`src/hdl/fpc_pkg.sv`:
```
/*
 * Shared constants and types for the fractional loop control and its dividers.
 * Assumes one 125 MHz clock that doubles as the loop reference.
 */
package fpc_pkg;
   // ----------------------------------------
   // Widths
   // ----------------------------------------
   localparam int CNT_W  = 9;   // High or low count, 1..256
   localparam int PER_W  = 10;  // Phase length incl. fraction extra
   localparam int TUNE_W = 16;
   localparam int FRAC_W = 32;
   localparam int GAP_W  = 10;
   localparam int GOOD_W = 4;
   localparam int SRST_W = 3;

   // ----------------------------------------
   // Loop constants
   // ----------------------------------------
   localparam logic [TUNE_W-1:0] NOMINAL_TUNE = 16'h8000;
   localparam logic [TUNE_W-1:0] TUNE_STEP    = 16'h0010;
   localparam logic [TUNE_W-1:0] TUNE_MAX     = 16'hffef;
   localparam logic [TUNE_W-1:0] TUNE_MIN     = 16'h0010;
   localparam logic [GAP_W-1:0]  LOCK_WIN     = 10'h002;
   localparam logic [GAP_W-1:0]  LOSS_WIN     = 10'h010;
   localparam logic [GAP_W-1:0]  GAP_MAX      = 10'h3ff;
   localparam logic [GOOD_W-1:0] LOCK_CNT     = 4'h8;

   // ----------------------------------------
   // Timing
   // ----------------------------------------
   localparam int CLK_PS       = 8000;
   localparam int SELF_RST_NS  = 32;   // Least hold of the internal reset
   localparam int SELF_RST_CYC = (SELF_RST_NS * 1000 + CLK_PS - 1) / CLK_PS;
   localparam logic [SRST_W-1:0] SELF_RST_LEN = SRST_W'(SELF_RST_CYC);

   // ----------------------------------------
   // Encodings
   // ----------------------------------------
   localparam logic [1:0] FW_8  = 2'h0;
   localparam logic [1:0] FW_16 = 2'h1;
   localparam logic [1:0] FW_24 = 2'h2;
   localparam logic [1:0] FW_32 = 2'h3;

   typedef enum logic [2:0] {
      CM_SRC_SYNC = 3'h0,
      CM_SERIAL   = 3'h1,
      CM_DIRECT   = 3'h2,
      CM_NORMAL   = 3'h3,
      CM_ZDB      = 3'h4,
      CM_EFB      = 3'h5
   } fpc_comp_t;

   typedef enum logic [2:0] {
      LS_RESET   = 3'b001,
      LS_ACQUIRE = 3'b010,
      LS_LOCKED  = 3'b100
   } fpc_loop_t;
endpackage

```
`src/hdl/fpc_ctrl.sv`:
```
/*
 * Fractional loop control: reset and self-reset, lock detection, digital
 * oscillator model, post divider, fraction modulator and all dividers.
 * Assumes clk_in is the reference; the oscillator is modelled as a tick
 * enable, so its rate cannot exceed clk_in (multiplier over prescale <= 1).
 */
`timescale 1ns/1ps
`default_nettype none
module fpc_ctrl
   import fpc_pkg::*;
#(
   parameter int NUM_OUT     = 4,
   parameter int CAPTURE_IDX = 0
)(
   input  wire logic                           clk_in,
   input  wire logic                           rst_n_in,
   input  wire logic                           resync_in,
   input  wire logic                           self_reset_en_in,
   input  wire fpc_pkg::fpc_comp_t             comp_mode_in,
   input  wire logic                           frac_mode_in,
   input  wire logic [1:0]                     frac_width_in,
   input  wire logic [fpc_pkg::FRAC_W-1:0]     frac_num_in,
   input  wire logic                           pre_bypass_in,
   input  wire logic [fpc_pkg::CNT_W-1:0]      pre_hi_in,
   input  wire logic [fpc_pkg::CNT_W-1:0]      pre_lo_in,
   input  wire logic                           mul_bypass_in,
   input  wire logic [fpc_pkg::CNT_W-1:0]      mul_hi_in,
   input  wire logic [fpc_pkg::CNT_W-1:0]      mul_lo_in,
   input  wire logic                           post_div_en_in,
   input  wire logic [NUM_OUT-1:0]             out_bypass_in,
   input  wire logic [NUM_OUT-1:0][fpc_pkg::CNT_W-1:0] out_hi_in,
   input  wire logic [NUM_OUT-1:0][fpc_pkg::CNT_W-1:0] out_lo_in,
   output logic                                locked_out,
   output logic                                fb_clk_out,
   output logic [NUM_OUT-1:0]                  clk_out
);
   import fpc_pkg::*;

   typedef struct packed {
      fpc_loop_t           state;
      logic [TUNE_W-1:0]   tune;
      logic [TUNE_W-1:0]   nco;
      logic                post_tgl;
      logic                ref_lead;
      logic                fb_lead;
      logic [GAP_W-1:0]    gap;
      logic [GOOD_W-1:0]   good;
      logic [SRST_W-1:0]   srst;
      logic [FRAC_W-1:0]   frac_acc;
      logic                frac_extra;
      logic                fb_o;
      logic [NUM_OUT-1:0]  clk_o;
   } fpc_ctrl_st_t;

   fpc_ctrl_st_t st_ff;
   fpc_ctrl_st_t nxt_st;

   logic               in_rst;
   logic [TUNE_W:0]    nco_sum;
   logic               osc_tick;
   logic               post_tick;
   logic               ref_p;
   logic               fb_p;
   logic               pre_lvl;
   logic               mul_lvl;
   logic [NUM_OUT-1:0] out_lvl;
   logic [FRAC_W-1:0]  frac_scaled;
   logic [FRAC_W:0]    frac_sum;
   logic               match;
   logic               match_good;
   logic               slip;
   logic               loss_evt;
   logic               speed_up;
   logic               slow_down;

   // ----------------------------------------
   // Reset, oscillator, post divider
   // ----------------------------------------
   assign in_rst    = resync_in || (st_ff.srst != '0);
   assign nco_sum   = {1'b0, st_ff.nco} + {1'b0, st_ff.tune};
   assign osc_tick  = !in_rst && nco_sum[TUNE_W];
   assign post_tick = post_div_en_in ? (osc_tick && st_ff.post_tgl) : osc_tick;

   // ----------------------------------------
   // Dividers
   // ----------------------------------------
   // Prescale has no duty-cycle use; only its wrap pulse is taken.
   fpc_div u_pre (
      .clk_in    (clk_in),
      .rst_n_in  (rst_n_in),
      .clear_in  (in_rst),
      .tick_in   (!in_rst),
      .bypass_in (pre_bypass_in),
      .hi_in     (pre_hi_in),
      .lo_in     (pre_lo_in),
      .extra_in  (1'b0),
      .level_out (pre_lvl),
      .wrap_out  (ref_p)
   );

   fpc_div u_mul (
      .clk_in    (clk_in),
      .rst_n_in  (rst_n_in),
      .clear_in  (in_rst),
      .tick_in   (osc_tick),
      .bypass_in (mul_bypass_in),
      .hi_in     (mul_hi_in),
      .lo_in     (mul_lo_in),
      .extra_in  (st_ff.frac_extra),
      .level_out (mul_lvl),
      .wrap_out  (fb_p)
   );

   genvar gi;
   generate
      for (gi = 0; gi < NUM_OUT; gi++) begin : g_out
         // Equal high and low counts give the half-high, half-low waveform.
         fpc_div u_post (
            .clk_in    (clk_in),
            .rst_n_in  (rst_n_in),
            .clear_in  (in_rst),
            .tick_in   (post_tick),
            .bypass_in (out_bypass_in[gi]),
            .hi_in     (out_hi_in[gi]),
            .lo_in     (out_lo_in[gi]),
            .extra_in  (1'b0),
            .level_out (out_lvl[gi]),
            .wrap_out  ()
         );
      end
   endgenerate

   // ----------------------------------------
   // Fraction modulator
   // ----------------------------------------
   always_comb begin
      case (frac_width_in)
         FW_8:    frac_scaled = {frac_num_in[7:0], 24'h000000};
         FW_16:   frac_scaled = {frac_num_in[15:0], 16'h0000};
         FW_24:   frac_scaled = {frac_num_in[23:0], 8'h00};
         default: frac_scaled = frac_num_in;
      endcase
   end
   assign frac_sum = {1'b0, st_ff.frac_acc} + {1'b0, frac_scaled};

   // ----------------------------------------
   // Phase compare
   // ----------------------------------------
   always_comb begin
      match     = 1'b0;
      slip      = 1'b0;
      speed_up  = 1'b0;
      slow_down = 1'b0;
      if (ref_p && fb_p) begin
         match = 1'b1;
      end else if (ref_p) begin
         match     = st_ff.fb_lead;
         slip      = st_ff.ref_lead;
         slow_down = st_ff.fb_lead;
         speed_up  = !st_ff.fb_lead;
      end else if (fb_p) begin
         match     = st_ff.ref_lead;
         slip      = st_ff.fb_lead;
         speed_up  = st_ff.ref_lead;
         slow_down = !st_ff.ref_lead;
      end
   end
   // A coincident pair has no gap even if a stale lead flag is set.
   assign match_good = match && ((ref_p && fb_p) || st_ff.gap <= LOCK_WIN);
   assign loss_evt   = !in_rst && (st_ff.state == LS_LOCKED) &&
                       (slip || (match && !match_good) || st_ff.gap > LOSS_WIN);

   // ----------------------------------------
   // Next state
   // ----------------------------------------
   always_comb begin
      nxt_st = st_ff;
      if (st_ff.srst != '0) begin
         nxt_st.srst = st_ff.srst - SRST_W'(1);
      end
      if (in_rst) begin
         nxt_st.state      = LS_RESET;
         nxt_st.tune       = NOMINAL_TUNE;
         nxt_st.nco        = '0;
         nxt_st.post_tgl   = 1'b0;
         nxt_st.ref_lead   = 1'b0;
         nxt_st.fb_lead    = 1'b0;
         nxt_st.gap        = '0;
         nxt_st.good       = '0;
         nxt_st.frac_acc   = '0;
         nxt_st.frac_extra = 1'b0;
      end else begin
         nxt_st.nco = nco_sum[TUNE_W-1:0];
         if (osc_tick) begin
            nxt_st.post_tgl = ~st_ff.post_tgl;
         end
         if (fb_p) begin
            if (frac_mode_in) begin
               nxt_st.frac_acc   = frac_sum[FRAC_W-1:0];
               nxt_st.frac_extra = frac_sum[FRAC_W];
            end else begin
               nxt_st.frac_acc   = '0;
               nxt_st.frac_extra = 1'b0;
            end
         end
         if (!frac_mode_in) begin
            nxt_st.frac_extra = 1'b0;
         end
         if (speed_up && st_ff.tune < TUNE_MAX) begin
            nxt_st.tune = st_ff.tune + TUNE_STEP;
         end else if (slow_down && st_ff.tune > TUNE_MIN) begin
            nxt_st.tune = st_ff.tune - TUNE_STEP;
         end
         if (match || slip) begin
            nxt_st.ref_lead = 1'b0;
            nxt_st.fb_lead  = 1'b0;
            nxt_st.gap      = '0;
         end else if (ref_p || fb_p) begin
            nxt_st.ref_lead = ref_p;
            nxt_st.fb_lead  = fb_p;
            nxt_st.gap      = '0;
         end else if ((st_ff.ref_lead || st_ff.fb_lead) && st_ff.gap != GAP_MAX) begin
            nxt_st.gap = st_ff.gap + GAP_W'(1);
         end
         if (match_good && st_ff.good != LOCK_CNT) begin
            nxt_st.good = st_ff.good + GOOD_W'(1);
         end else if (slip || (match && !match_good)) begin
            nxt_st.good = '0;
         end
         case (st_ff.state)
            LS_RESET: begin
               nxt_st.state = LS_ACQUIRE;
            end
            LS_ACQUIRE: begin
               if (match_good && st_ff.good == LOCK_CNT - GOOD_W'(1)) begin
                  nxt_st.state = LS_LOCKED;
               end
            end
            LS_LOCKED: begin
               if (loss_evt) begin
                  nxt_st.state = LS_ACQUIRE;
                  nxt_st.good  = '0;
                  if (self_reset_en_in) begin
                     nxt_st.srst = SELF_RST_LEN;
                  end
               end
            end
            default: begin
               nxt_st.state = LS_RESET;
            end
         endcase
      end
      // Outputs are registered so they stay glitch-free into the core.
      nxt_st.fb_o = !in_rst && mul_lvl;
      for (int i = 0; i < NUM_OUT; i++) begin
         nxt_st.clk_o[i] = !in_rst &&
            (out_lvl[i] ^ (comp_mode_in == CM_SERIAL && i == CAPTURE_IDX));
      end
   end

   always_ff @(posedge clk_in) begin
      if (!rst_n_in) begin
         st_ff       <= '0;
         st_ff.state <= LS_RESET;
         st_ff.tune  <= NOMINAL_TUNE;
      end else begin
         st_ff <= nxt_st;
      end
   end

   assign locked_out = (st_ff.state == LS_LOCKED);
   assign fb_clk_out = st_ff.fb_o;
   assign clk_out    = st_ff.clk_o;
endmodule
`default_nettype wire

```
`src/hdl/fpc_div.sv`:
```
/*
 * One programmable high/low counter, used for prescale, multiplier and outputs.
 * Assumes tick_in is a one-cycle enable at the rate to be divided.
 */
`timescale 1ns/1ps
`default_nettype none
module fpc_div
   import fpc_pkg::*;
(
   input  wire logic                      clk_in,
   input  wire logic                      rst_n_in,
   input  wire logic                      clear_in,
   input  wire logic                      tick_in,
   input  wire logic                      bypass_in,
   input  wire logic [fpc_pkg::CNT_W-1:0] hi_in,
   input  wire logic [fpc_pkg::CNT_W-1:0] lo_in,
   input  wire logic                      extra_in,
   output logic                           level_out,
   output logic                           wrap_out
);
   import fpc_pkg::*;

   typedef struct packed {
      logic [PER_W-1:0] cnt;
      logic             high;
      logic             lvl;
   } fpc_div_st_t;

   fpc_div_st_t st_ff;
   fpc_div_st_t nxt_st;
   logic [PER_W-1:0] lim;
   logic [PER_W-1:0] cnt_inc;

   // ----------------------------------------
   // Counter
   // ----------------------------------------
   always_comb begin
      nxt_st   = st_ff;
      wrap_out = 1'b0;
      lim      = st_ff.high ? PER_W'(hi_in) : PER_W'(lo_in) + PER_W'(extra_in);
      cnt_inc  = st_ff.cnt + PER_W'(1);
      if (clear_in) begin
         nxt_st.cnt  = '0;
         nxt_st.high = 1'b1;
         nxt_st.lvl  = 1'b0;
      end else if (tick_in) begin
         if (bypass_in) begin
            nxt_st.lvl = ~st_ff.lvl;
            wrap_out   = 1'b1;
         end else if (cnt_inc >= lim) begin
            nxt_st.cnt  = '0;
            nxt_st.high = ~st_ff.high;
            nxt_st.lvl  = ~st_ff.high;
            wrap_out    = ~st_ff.high;
         end else begin
            nxt_st.cnt = cnt_inc;
            nxt_st.lvl = st_ff.high;
         end
      end
   end

   always_ff @(posedge clk_in) begin
      if (!rst_n_in) begin
         st_ff <= '0;
      end else begin
         st_ff <= nxt_st;
      end
   end

   assign level_out = st_ff.lvl;
endmodule
`default_nettype wire

```
`config.mk`:
```
export PLATFORM = sky130hd
export DESIGN_NAME = fpc_ctrl
export DESIGN_NICKNAME = d
export VERILOG_FILES = /design/src/hdl/fpc_pkg.sv /design/src/hdl/fpc_ctrl.sv /design/src/hdl/fpc_div.sv
export SDC_FILE = /design/constraint.sdc
export NUM_CORES = 1
export LEC_CHECK = 0
export BUFFER_PORTS_ARGS = -buffer_cell sky130_fd_sc_hd__buf_4
export CAP_MARGIN = 20
export CORE_UTILIZATION = 45
export CTS_BUF_LIST = sky130_fd_sc_hd__clkbuf_8
export DETAILED_ROUTE_END_ITERATION = 8
export PLACE_DENSITY = 0.68
export SLEW_MARGIN = 20
export SYNTH_ARGS = -nofsm -noshare
export SYNTH_HDL_FRONTEND = slang
export SYNTH_SLANG_ARGS = --single-unit
```
`constraint.sdc`:
```
create_clock -name clk_in -period 4.9 [get_ports clk_in]
set_input_delay 0 -clock clk_in [delete_from_list [all_inputs] [get_ports clk_in]]
set_output_delay 0 -clock clk_in [all_outputs]
set_load 0.02 [all_outputs]
```
==> impl_metrics.toml, run 1 <==
[place]
place.gp.congestion = 0.920
hpwlAfterDp_um = 20900
numPortBuffers = 162

[timing]
finalMaxSlewViolations = 0
fin_crit_sh = 0.933
fin_crit_ps = 4570
tightestPinTransition_ps = 1030
setup_viol = 0
setup-tns-final_ps = 0
max_slew_margin = 0.312
skew_ps = 29.5
rsz0062_at_grt = "false"
fmax_ghz = 0.219
finalHoldViolCount = 0

[worst_setup_path]
reg2reg_from = "u_pre.st_ff[1]"
crit_path_cell_trace = "mux2_2, ha_1, nand2b_1, a21o_1, a21o_1, a21o_1, a211o_1, o211ai_1, a21oi_1, or2_2, ha_1, o21a_1, or3_1, o22ai_4, nand4_2, o21a_1, or3_1, nand3_1"
path_class = "reg -> reg"
crit_path_max_fanout = 8
cp_slowest_cell = "or3_1"
reg2reg_depth = 18
critPathLaunchType = "register"
cp_num_buf_inv = 0
reg2reg_to = "st_ff[89]"
path_delay_family = "compound AO/OA/AOI/OAI gates"
required_ps = 5300
crit_top_cell = "a21o_1"
r2r_slack_ps = 330
critPathArrivalTime_ps = 4980
critPathCaptureType = "register"
cp_slowest_stage_delay_ps = 410

[clock_network]
insertion_delay_ps = 480
cts-root-buf = "clkbuf_8"
cts_tree = "built"
path_clk_slew_ps = 90
numCtsBuffers = 17
cts_htree_levels = 4
cts_sinks = 156
clockBufferDepth = 2

[power]
ir_worst_vdd_mv = 0.198
leakage_nw = 6.20
p_per_area_mw_per_mm2 = 236
p_total_w = 0.00323

[global_routing]
gr-total-overflow = 0
grt_max_degree = 49
grt_pass1_vias = 9919
grt_antenna_before_repair = 0
grt_pass1_wl_um = 46900
grt_usage = 0.215

[floorplanning]
fp.dieW_um = 163
die_area_mm2 = 0.0266
coreArea_mm2 = 0.0253
die_height_um = 163
initial_core_util = 0.460
num_rows = 58
pin_count = 163

[route]
firstDrtPassIters = 5
wl_um = 28200
drt_iter0_drc = 620
vias_per_cell = 5.60
ant_nets = 0
drc = 0
vias = 10539
avgRoutedWirePerCell_um = 15.0

[logic_synthesis]
synthCells = 1395
ys_async_sr_fraction = 0
synth_top_cell_by_area = "dfxtp_1"
synth_area_leaders = "dfxtp_1 27%, ha_1 13%, mux2i_1 5.9%, xor2_1 4.6%, nor2_1 4.0%"
ys_seq_elements = 156
yosysSeqAreaShare = 0.268
syn_nets = 1672
synth-edff-count = 0
synth_top_cell_area_share = 0.268
postSynthAreaPerCell_um2 = 8.36
syn-cell-area_mm2 = 0.0117
synth_warnings = 0
synth_ff_type = "dfxtp_1"
ys_types = 71

[cells_and_area]
drive_above_1_share = 0.164
layout_commonest_cell = "buf_4"
area_delta_synth_final_pct = 17.3
final_cell_mix = "177 x buf_4, 156 x dfxtp_1, 123 x nor2_1, 118 x ha_1, 98 x nand2_1"
diodes = 0
nFillCells = 2402
fin_nets = 1817

[run]
max-cap-violations = 0

[min_path]
hold_path.startpoint = "resync_in"
worstHoldEndpoint = "u_mul.st_ff[1]"
hold_path.class = "in -> reg"
holdPathStages = 3

[outcome]
outcome = "finished, final reports clean"
[worst reg2reg max path: cells and delay by family (launching register included)]
kind,cells,cell delay [ps]
AO/OA/AOI/OAI,9,1830
AND/OR/NAND/NOR,6,1500
adder cells (fa/ha/maj),2,500
flip-flops,1,350
multiplexers,1,340
[synthesized netlist by cell type, drive strengths merged, types with 23 or more instances]
master / count
a22o: 28
dfxtp: 156
nor2: 130
nand2: 99
o21ai: 66
nand3: 49
and3: 47
nand2b: 25
xnor2: 50
mux2i: 69
a22oi: 23
clkbuf: 37
xor2: 61
a21oi: 90
a21o: 42
buf: 25
inv: 29
ha: 118
nor3: 30
[layer usage]
metal	track usage	vias up	wire [µm]
met5	0	-	0
met4	0.0548	0	410
met3	0.0339	35	1310
met2	0.362	245	13000
met1	0.284	4881	13500
li1	-	5378	-
[timing repair]
item / 4_1_cts / 5_1_grt
hold buffers: 11 / 0
gates resized for setup: 0 / 8
endpoints found under the hold margin: 48 / 0
setup buffers: 0 / 2
setup endpoints to repair: 0 / 20
[where the power goes]
group | switching [W] | internal, W
Sequential | 0.0000614 | 0.00130
Combinational | 0.000447 | 0.000380
Clock | 0.000568 | 0.000470
[sequential cells by signal, summed over array words and instances, names as in the netlist]
| register | flops |
|---|---|
| fb_clk_out | 1 |
| st_ff | 80 |
| u_mul.level_out | 1 |
| clk_out | 4 |
| g_out.u_post.st_ff | 44 |
| u_pre.st_ff | 11 |
| u_mul.st_ff | 11 |
| g_out.u_post.level_out | 4 |
[stage by stage]
step	hold slack, ps	instances	utilization	worst slack, ps	instance area [µm²]
global placement	257	1838	0.518	369	13100
CTS	22.2	1881	0.539	228	13600
detailed placement	271	1838	0.518	317	13100
floorplan	153	1395	-	336	11700
global route	85.0	1883	0.540	14.8	13700
finish	47.1	1883	0.540	327	13700
[how the worst max path moves through the flow]
stage	startpoint	end	slack, ps	depth (start not counted)
finish	u_pre.st_ff[1]	st_ff[89]	330	18
global route	st_ff[5]	st_ff[89]	10	23
CTS	st_ff[5]	st_ff[38]	230	22
detailed placement	st_ff[5]	st_ff[38]	320	22
global placement	u_pre.st_ff[1]	st_ff[89]	370	18
floorplan	u_pre.st_ff[1]	st_ff[89]	340	19
[cell families after synthesis]
group	share of synthesized area
compound gates	0.203
simple gates	0.206
buf+inv	0.0332
fa+ha+maj	0.130
mux	0.0766
xor+xnor	0.0834
flops	0.268
[area by class of cell]
class | count | area (µm²) | share of cell area
sequential | 156 | 3120 | 0.228
multi-input combinational | 1148 | 8190 | 0.598
clock buffer | 17 | 234 | 0.0171
tap | 330 | 413 | 0.0302
timing repair buffer | 188 | 1440 | 0.105
inverter | 29 | 109 | 0.00795
clock inverter | 15 | 178 | 0.0130
No activity file was read; power rests on OpenSTA's default activity.
==> run 2: changes to the inputs <==
--- a/config.mk
+++ b/config.mk
@@ -10,8 +10,7 @@
 export CORE_UTILIZATION = 45
 export CTS_BUF_LIST = sky130_fd_sc_hd__clkbuf_8
 export DETAILED_ROUTE_END_ITERATION = 8
-export PLACE_DENSITY = 0.68
-export SLEW_MARGIN = 20
+export PLACE_DENSITY = 0.65
 export SYNTH_ARGS = -nofsm -noshare
 export SYNTH_HDL_FRONTEND = slang
 export SYNTH_SLANG_ARGS = --single-unit
==> constraint.sdc (replaced) <==
create_clock -name clk_in -period 5.9 [get_ports clk_in]
set_input_delay 0 -clock clk_in [delete_from_list [all_inputs] [get_ports clk_in]]
set_output_delay 0 -clock clk_in [all_outputs]
set_load 0.02 [all_outputs]
==> impl_metrics.toml, run 2 (synthesis results as in run 1) <==
[outcome]
outcome = "finished, final reports clean"

[power]
p_per_area_mw_per_mm2 = 204
ir_worst_vdd_mv = 0.158
leakage_nw = 6.21

[cells_and_area]
diodes = 0
largest_register_ffs = 80
largest_register = "st_ff"
largest_registers = "st_ff x80, g_out.u_post.st_ff x44"
fin_cells = 1879
drive_above_1_share = 0.158
design_area_mm2 = 0.0137
seqCellArea_mm2 = 0.00312
nFillCells = 2379
layout_commonest_cell = "buf_4"
final_cell_mix = "171 x buf_4, 156 x dfxtp_1, 124 x nor2_1, 118 x ha_1, 98 x nand2_1"
multi_input_area_mm2 = 0.00817
area_delta_synth_final_pct = 17.5
fin_nets = 1813

[timing]
rsz0062_at_grt = "false"
setup-tns-final_ps = 0
fin_crit_sh = 0.909
max_slew_margin = 0.335
skew_ps = 20.3
finalHoldViolCount = 0
fin_crit_ps = 5360
tightestPinTransition_ps = 994
fmax_ghz = 0.186
finalMaxSlewViolations = 0
setup_viol = 0

[floorplanning]
initial_core_util = 0.460
coreArea_mm2 = 0.0253
die_area_mm2 = 0.0266
pin_count = 163
die_height_um = 163
num_rows = 58
fp.dieW_um = 163

[worst_setup_path]
critPathCaptureType = "register"
crit_path_max_fanout = 9
required_ps = 6260
critPathLaunchType = "register"
path_class = "reg -> reg"
r2r_slack_ps = 540
critPathArrivalTime_ps = 5730

[clock_network]
cts_hold_buf = 13
cts_resized = 0
cts-root-buf = "clkbuf_8"
cts_htree_levels = 4
path_clk_slew_ps = 100
clockBufferDepth = 2
cts_tree = "built"
cts_sinks = 156
insertion_delay_ps = 470
numCtsBuffers = 17
postCtsSetupBuffers = 0

[global_routing]
grt_antenna_before_repair = 0
grt_max_degree = 65
busiest_layer = "met2"
grt_pass1_vias = 9646
grtUsageMet3 = 0.0308
met2_usage = 0.354
grt_usage = 0.211
grt_use_met1 = 0.284
grt_pass1_wl_um = 45700
gr-total-overflow = 0

[route]
avgRoutedWirePerCell_um = 14.9
wl_um = 28000
ant_nets = 0
drt_iter0_drc = 516
drc = 0
vias_per_cell = 5.56
vias = 10452
firstDrtPassIters = 6

[place]
numPortBuffers = 162
dp_cells = 1834
postPlaceCellArea_mm2 = 0.0131
place.gp.congestion = 0.889
hpwlAfterDp_um = 21000

[run]
max-cap-violations = 0

[min_path]
hold_path.class = "in -> reg"
run 2: changes by cell type in the layout (fill, tap and decap cells not counted), moves of 2 or more:
| cell | change |
|---|---|
| buf_4 | -6 |
| bufinv_16 | +3 |
| clkinvlp_4 | -3 |
| dlygate4sd3_1 | +2 |
| inv_6 | +2 |
run 2: worst paths after layout:
path | startpoint | endpoint | cells after the start
max reg2reg | st_ff[5] | st_ff[40] | 24
max | st_ff[5] | st_ff[40] | 24
min reg2reg | st_ff[6] | st_ff[6] | 2
min | frac_num_in[0] | st_ff[6] | 5
run 2: area by class of cell:
cell class / instances / area share
Clock buffer: 17 / 0.0171
Inverter: 29 / 0.00794
Multi-Input combinational cell: 1148 / 0.596
Clock inverter: 15 / 0.0179
Tap cell: 330 / 0.0301
Sequential cell: 156 / 0.228
Timing Repair Buffer: 184 / 0.103
run 2: through the flow:
stage               power (W)  hold WS, ps  utilization  worst slack, ps
detailed placement    0.00182          259        0.517              953
global placement      0.00181          252        0.517             1020
floorplan             0.00161          153            -             1340
CTS                   0.00282          135        0.541              529
global route          0.00295          192        0.541              116
finish                0.00280          156        0.541              537
run 2: metal layers:
metal,wire length [µm],up-vias
li1,-,5377
met5,0,-
met3,1050,17
met1,13700,4873
met4,247,0
met2,13000,185
run 2: report_power, final:
group	switching, W	internal (W)
sequential	0.0000599	0.00108
combinational	0.000357	0.000311
clock	0.000471	0.000522
run 2: worst max-delay path, stage by stage, from the launching register on:
cell and delay, ps:
dfxtp_1 330, ha_1 200, ha_1 210, and3_1 220, nand3_1 110, xor2_1 140, nor2_1 50, a21oi_1 170
ha_1 270, a21o_1 160, a2111oi_0 380, o21ai_1 170, nand2_1 270, inv_1 90, ha_1 190, nor2_1 160
or2_0 150, or3_1 120, o21a_1 260, a21o_1 110, o311ai_0 220, nor2_1 350, nor2_1 110, a32o_1 270
dlygate4sd3_1 550
==> run 3: changes to the inputs <==
--- a/config.mk
+++ b/config.mk
@@ -5,12 +5,12 @@
 export SDC_FILE = /design/constraint.sdc
 export NUM_CORES = 1
 export LEC_CHECK = 0
+export ABC_AREA = 1
 export BUFFER_PORTS_ARGS = -buffer_cell sky130_fd_sc_hd__buf_4
 export CAP_MARGIN = 20
 export CORE_UTILIZATION = 45
 export CTS_BUF_LIST = sky130_fd_sc_hd__clkbuf_8
 export DETAILED_ROUTE_END_ITERATION = 8
-export PLACE_DENSITY = 0.65
 export SYNTH_ARGS = -nofsm -noshare
 export SYNTH_HDL_FRONTEND = slang
 export SYNTH_SLANG_ARGS = --single-unit
==> impl_metrics.toml, run 3 <==
[outcome]
outcome = "finished, final reports clean"

[cells_and_area]
seqCellArea_mm2 = 0.00312
final_cell_mix = "346 x nand2_1, 204 x nor2_1, 203 x inv_1, 170 x a21oi_1, 166 x buf_4"
diodes = 0
multi_input_area_mm2 = 0.00780
area_delta_synth_final_pct = 17.1
largest_register = "st_ff"
largest_register_ffs = 80
drive_above_1_share = 0.122
nFillCells = 2714
fin_nets = 2171
layout_commonest_cell = "nand2_1"
design_area_mm2 = 0.0140
largest_registers = "st_ff x80, g_out.u_post.st_ff x44"

[power]
p_switching_w = 0.000953
combinationalPowerShare = 0.265
internal_power_w = 0.00183
pwr-share-seq = 0.411
clkPwrFrac = 0.324
ir_worst_vdd_mv = 0.156
p_per_area_mw_per_mm2 = 200
switching_share = 0.342
leakage_nw = 6.58

[worst_setup_path]
required_ps = 6270
cp_slowest_cell = "nor2_1"
path_class = "reg -> reg"
critPathCaptureType = "register"
crit_path_max_fanout = 13
cp_slowest_stage_delay_ps = 680
critPathArrivalTime_ps = 4770
crit_top_cell = "nor2_1"
critPathLaunchType = "register"

[logic_synthesis]
synthCells = 1739
yosysMostFrequentCell = "nand2_1"
ys_types = 55
ys_seq_elements = 156
synth_ff_type = "dfxtp_1"
synth_top_cell_area_share = 0.262
syn_nets = 2016
yosys-top-cells-count = "346 x nand2_1, 205 x nor2_1, 202 x inv_1, 170 x a21oi_1, 156 x dfxtp_1"
synth_area_leaders = "dfxtp_1 26%, ha_1 12%, nand2_1 11%, a21oi_1 7.1%, nor2_1 6.5%"
syn-cell-area_mm2 = 0.0119
synth-edff-count = 0
yosysSeqAreaShare = 0.262
synth_top_cell_by_area = "dfxtp_1"
postSynthAreaPerCell_um2 = 6.85
ys_async_sr_fraction = 0
synth_warnings = 0

[global_routing]
grt_pass1_wl_um = 51300
grt_usage = 0.234
grt_antenna_before_repair = 0
grt_max_degree = 55
grt_pass1_vias = 10811
gr-total-overflow = 0

[floorplanning]
num_rows = 59
die_area_mm2 = 0.0271
coreArea_mm2 = 0.0260
die_height_um = 165
pin_count = 163
fp.dieW_um = 165
initial_core_util = 0.458

[timing]
finalMaxSlewViolations = 0
fin_crit_sh = 0.745
skew_ps = 24.2
max_slew_margin = 0.407
setup_viol = 0
tightestPinTransition_ps = 886
fin_crit_ps = 4390
hold_slack_ps = 34.6
fmax_ghz = 0.228
finalHoldViolCount = 0
rsz0062_at_grt = "false"
setup-tns-final_ps = 0

[clock_network]
clockBufferDepth = 2
numCtsBuffers = 17
cts-root-buf = "clkbuf_8"
cts_htree_levels = 4
insertion_delay_ps = 480
cts_resized = 0
cts_tree = "built"
cts_sinks = 156
postCtsSetupBuffers = 0
path_clk_slew_ps = 90

[place]
numPortBuffers = 162
postPlaceCellArea_mm2 = 0.0134
place.gp.congestion = 0.933
hpwlAfterDp_um = 24000

[min_path]
hold_path.class = "in -> reg"

[route]
avgRoutedWirePerCell_um = 13.9
vias_per_cell = 5.23
ant_nets = 0
firstDrtPassIters = 5
vias = 11728
drc = 0
drt_iter0_drc = 680
wl_um = 31100

[run]
max-cap-violations = 0
[run 3: changes by cell type after synthesis, moves of 38 or more]
cell / change
inv_1: +173
xnor2_1: -38
nand3_1: +39
nor2_1: +81
nand2_1: +247
and3_1: -45
a21oi_1: +80
[run 3: worst max-delay path: cells and delay by family (launching register included)]
| kind | cells | cell delay (ps) |
|---|---|---|
| AND/OR/NAND/NOR | 12 | 2040 |
| AO/OA/AOI/OAI | 7 | 900 |
| adder cells (fa/ha/maj) | 3 | 690 |
| buffers and inverters | 3 | 350 |
| flip-flops | 1 | 340 |
[run 3: kinds of logic after synthesis]
logic type | Yosys count | synth area share
and+or+nand+nor | 733 | 0.265
AOI/OAI and AO/OA | 369 | 0.178
adders and majority gates | 120 | 0.127
buffers and inverters | 254 | 0.0840
muxes | 44 | 0.0371
DFF | 156 | 0.262
xor gates and xnor gates | 63 | 0.0463
[run 3: path summary, 6_finish.rpt]
| check | from | to | slack (ps) | depth (start not counted) |
|---|---|---|---|---|
| setup / recovery | st_ff[5] | st_ff[81] | 1510 | 25 |
| hold / removal | post_div_en_in | g_out[3].u_post.level_out | 30 | 6 |
| setup reg to reg | st_ff[5] | st_ff[81] | 1510 | 25 |
| hold reg to reg | u_pre.st_ff[11] | u_pre.st_ff[11] | 460 | 2 |
[run 3: per-layer routing]
metal	vias up	global-route usage	part of all wire
li1	6141	-	-
met1	5299	0.307	0.48
met2	255	0.403	0.47
met3	33	0.0306	0.041
met4	0	0.0613	0.016
met5	-	0	0
[run 3: power by group through the flow]
stage	clock network (W)	logic (W)	registers (W)
detailed placement	0	0.000723	0.00117
global route	0.000975	0.000837	0.00116
finish	0.000904	0.000737	0.00115
global placement	0	0.000713	0.00117
CTS	0.000925	0.000737	0.00115
floorplan	0	0.000517	0.00113
[run 3: final cells by class]
type                            instances  share of cell area
Clock buffer                           20              0.0197
Clock inverter                         12              0.0116
Inverter                              211              0.0568
Multi-Input combinational cell       1329               0.559
Sequential cell                       156               0.224
Tap cell                              335              0.0300
Timing Repair Buffer                  179              0.0993
[run 3: metrics by stage]
stage               std cells  worst slack, ps   util  power (W)
floorplan                1739             2410      -    0.00165
global placement         2197             1570  0.515    0.00188
detailed placement       2197             1490  0.515    0.00189
CTS                      2241             1460  0.536    0.00281
global route             2242              977  0.537    0.00297
finish                   2242             1510  0.537    0.00279
[run 3: what timing repair did]
| item | 4_1_cts | 5_1_grt |
|---|---|---|
| hold buffers | 12 | 0 |
| hold endpoints to repair | 16 | 0 |
| setup endpoints to repair | 0 | 0 |
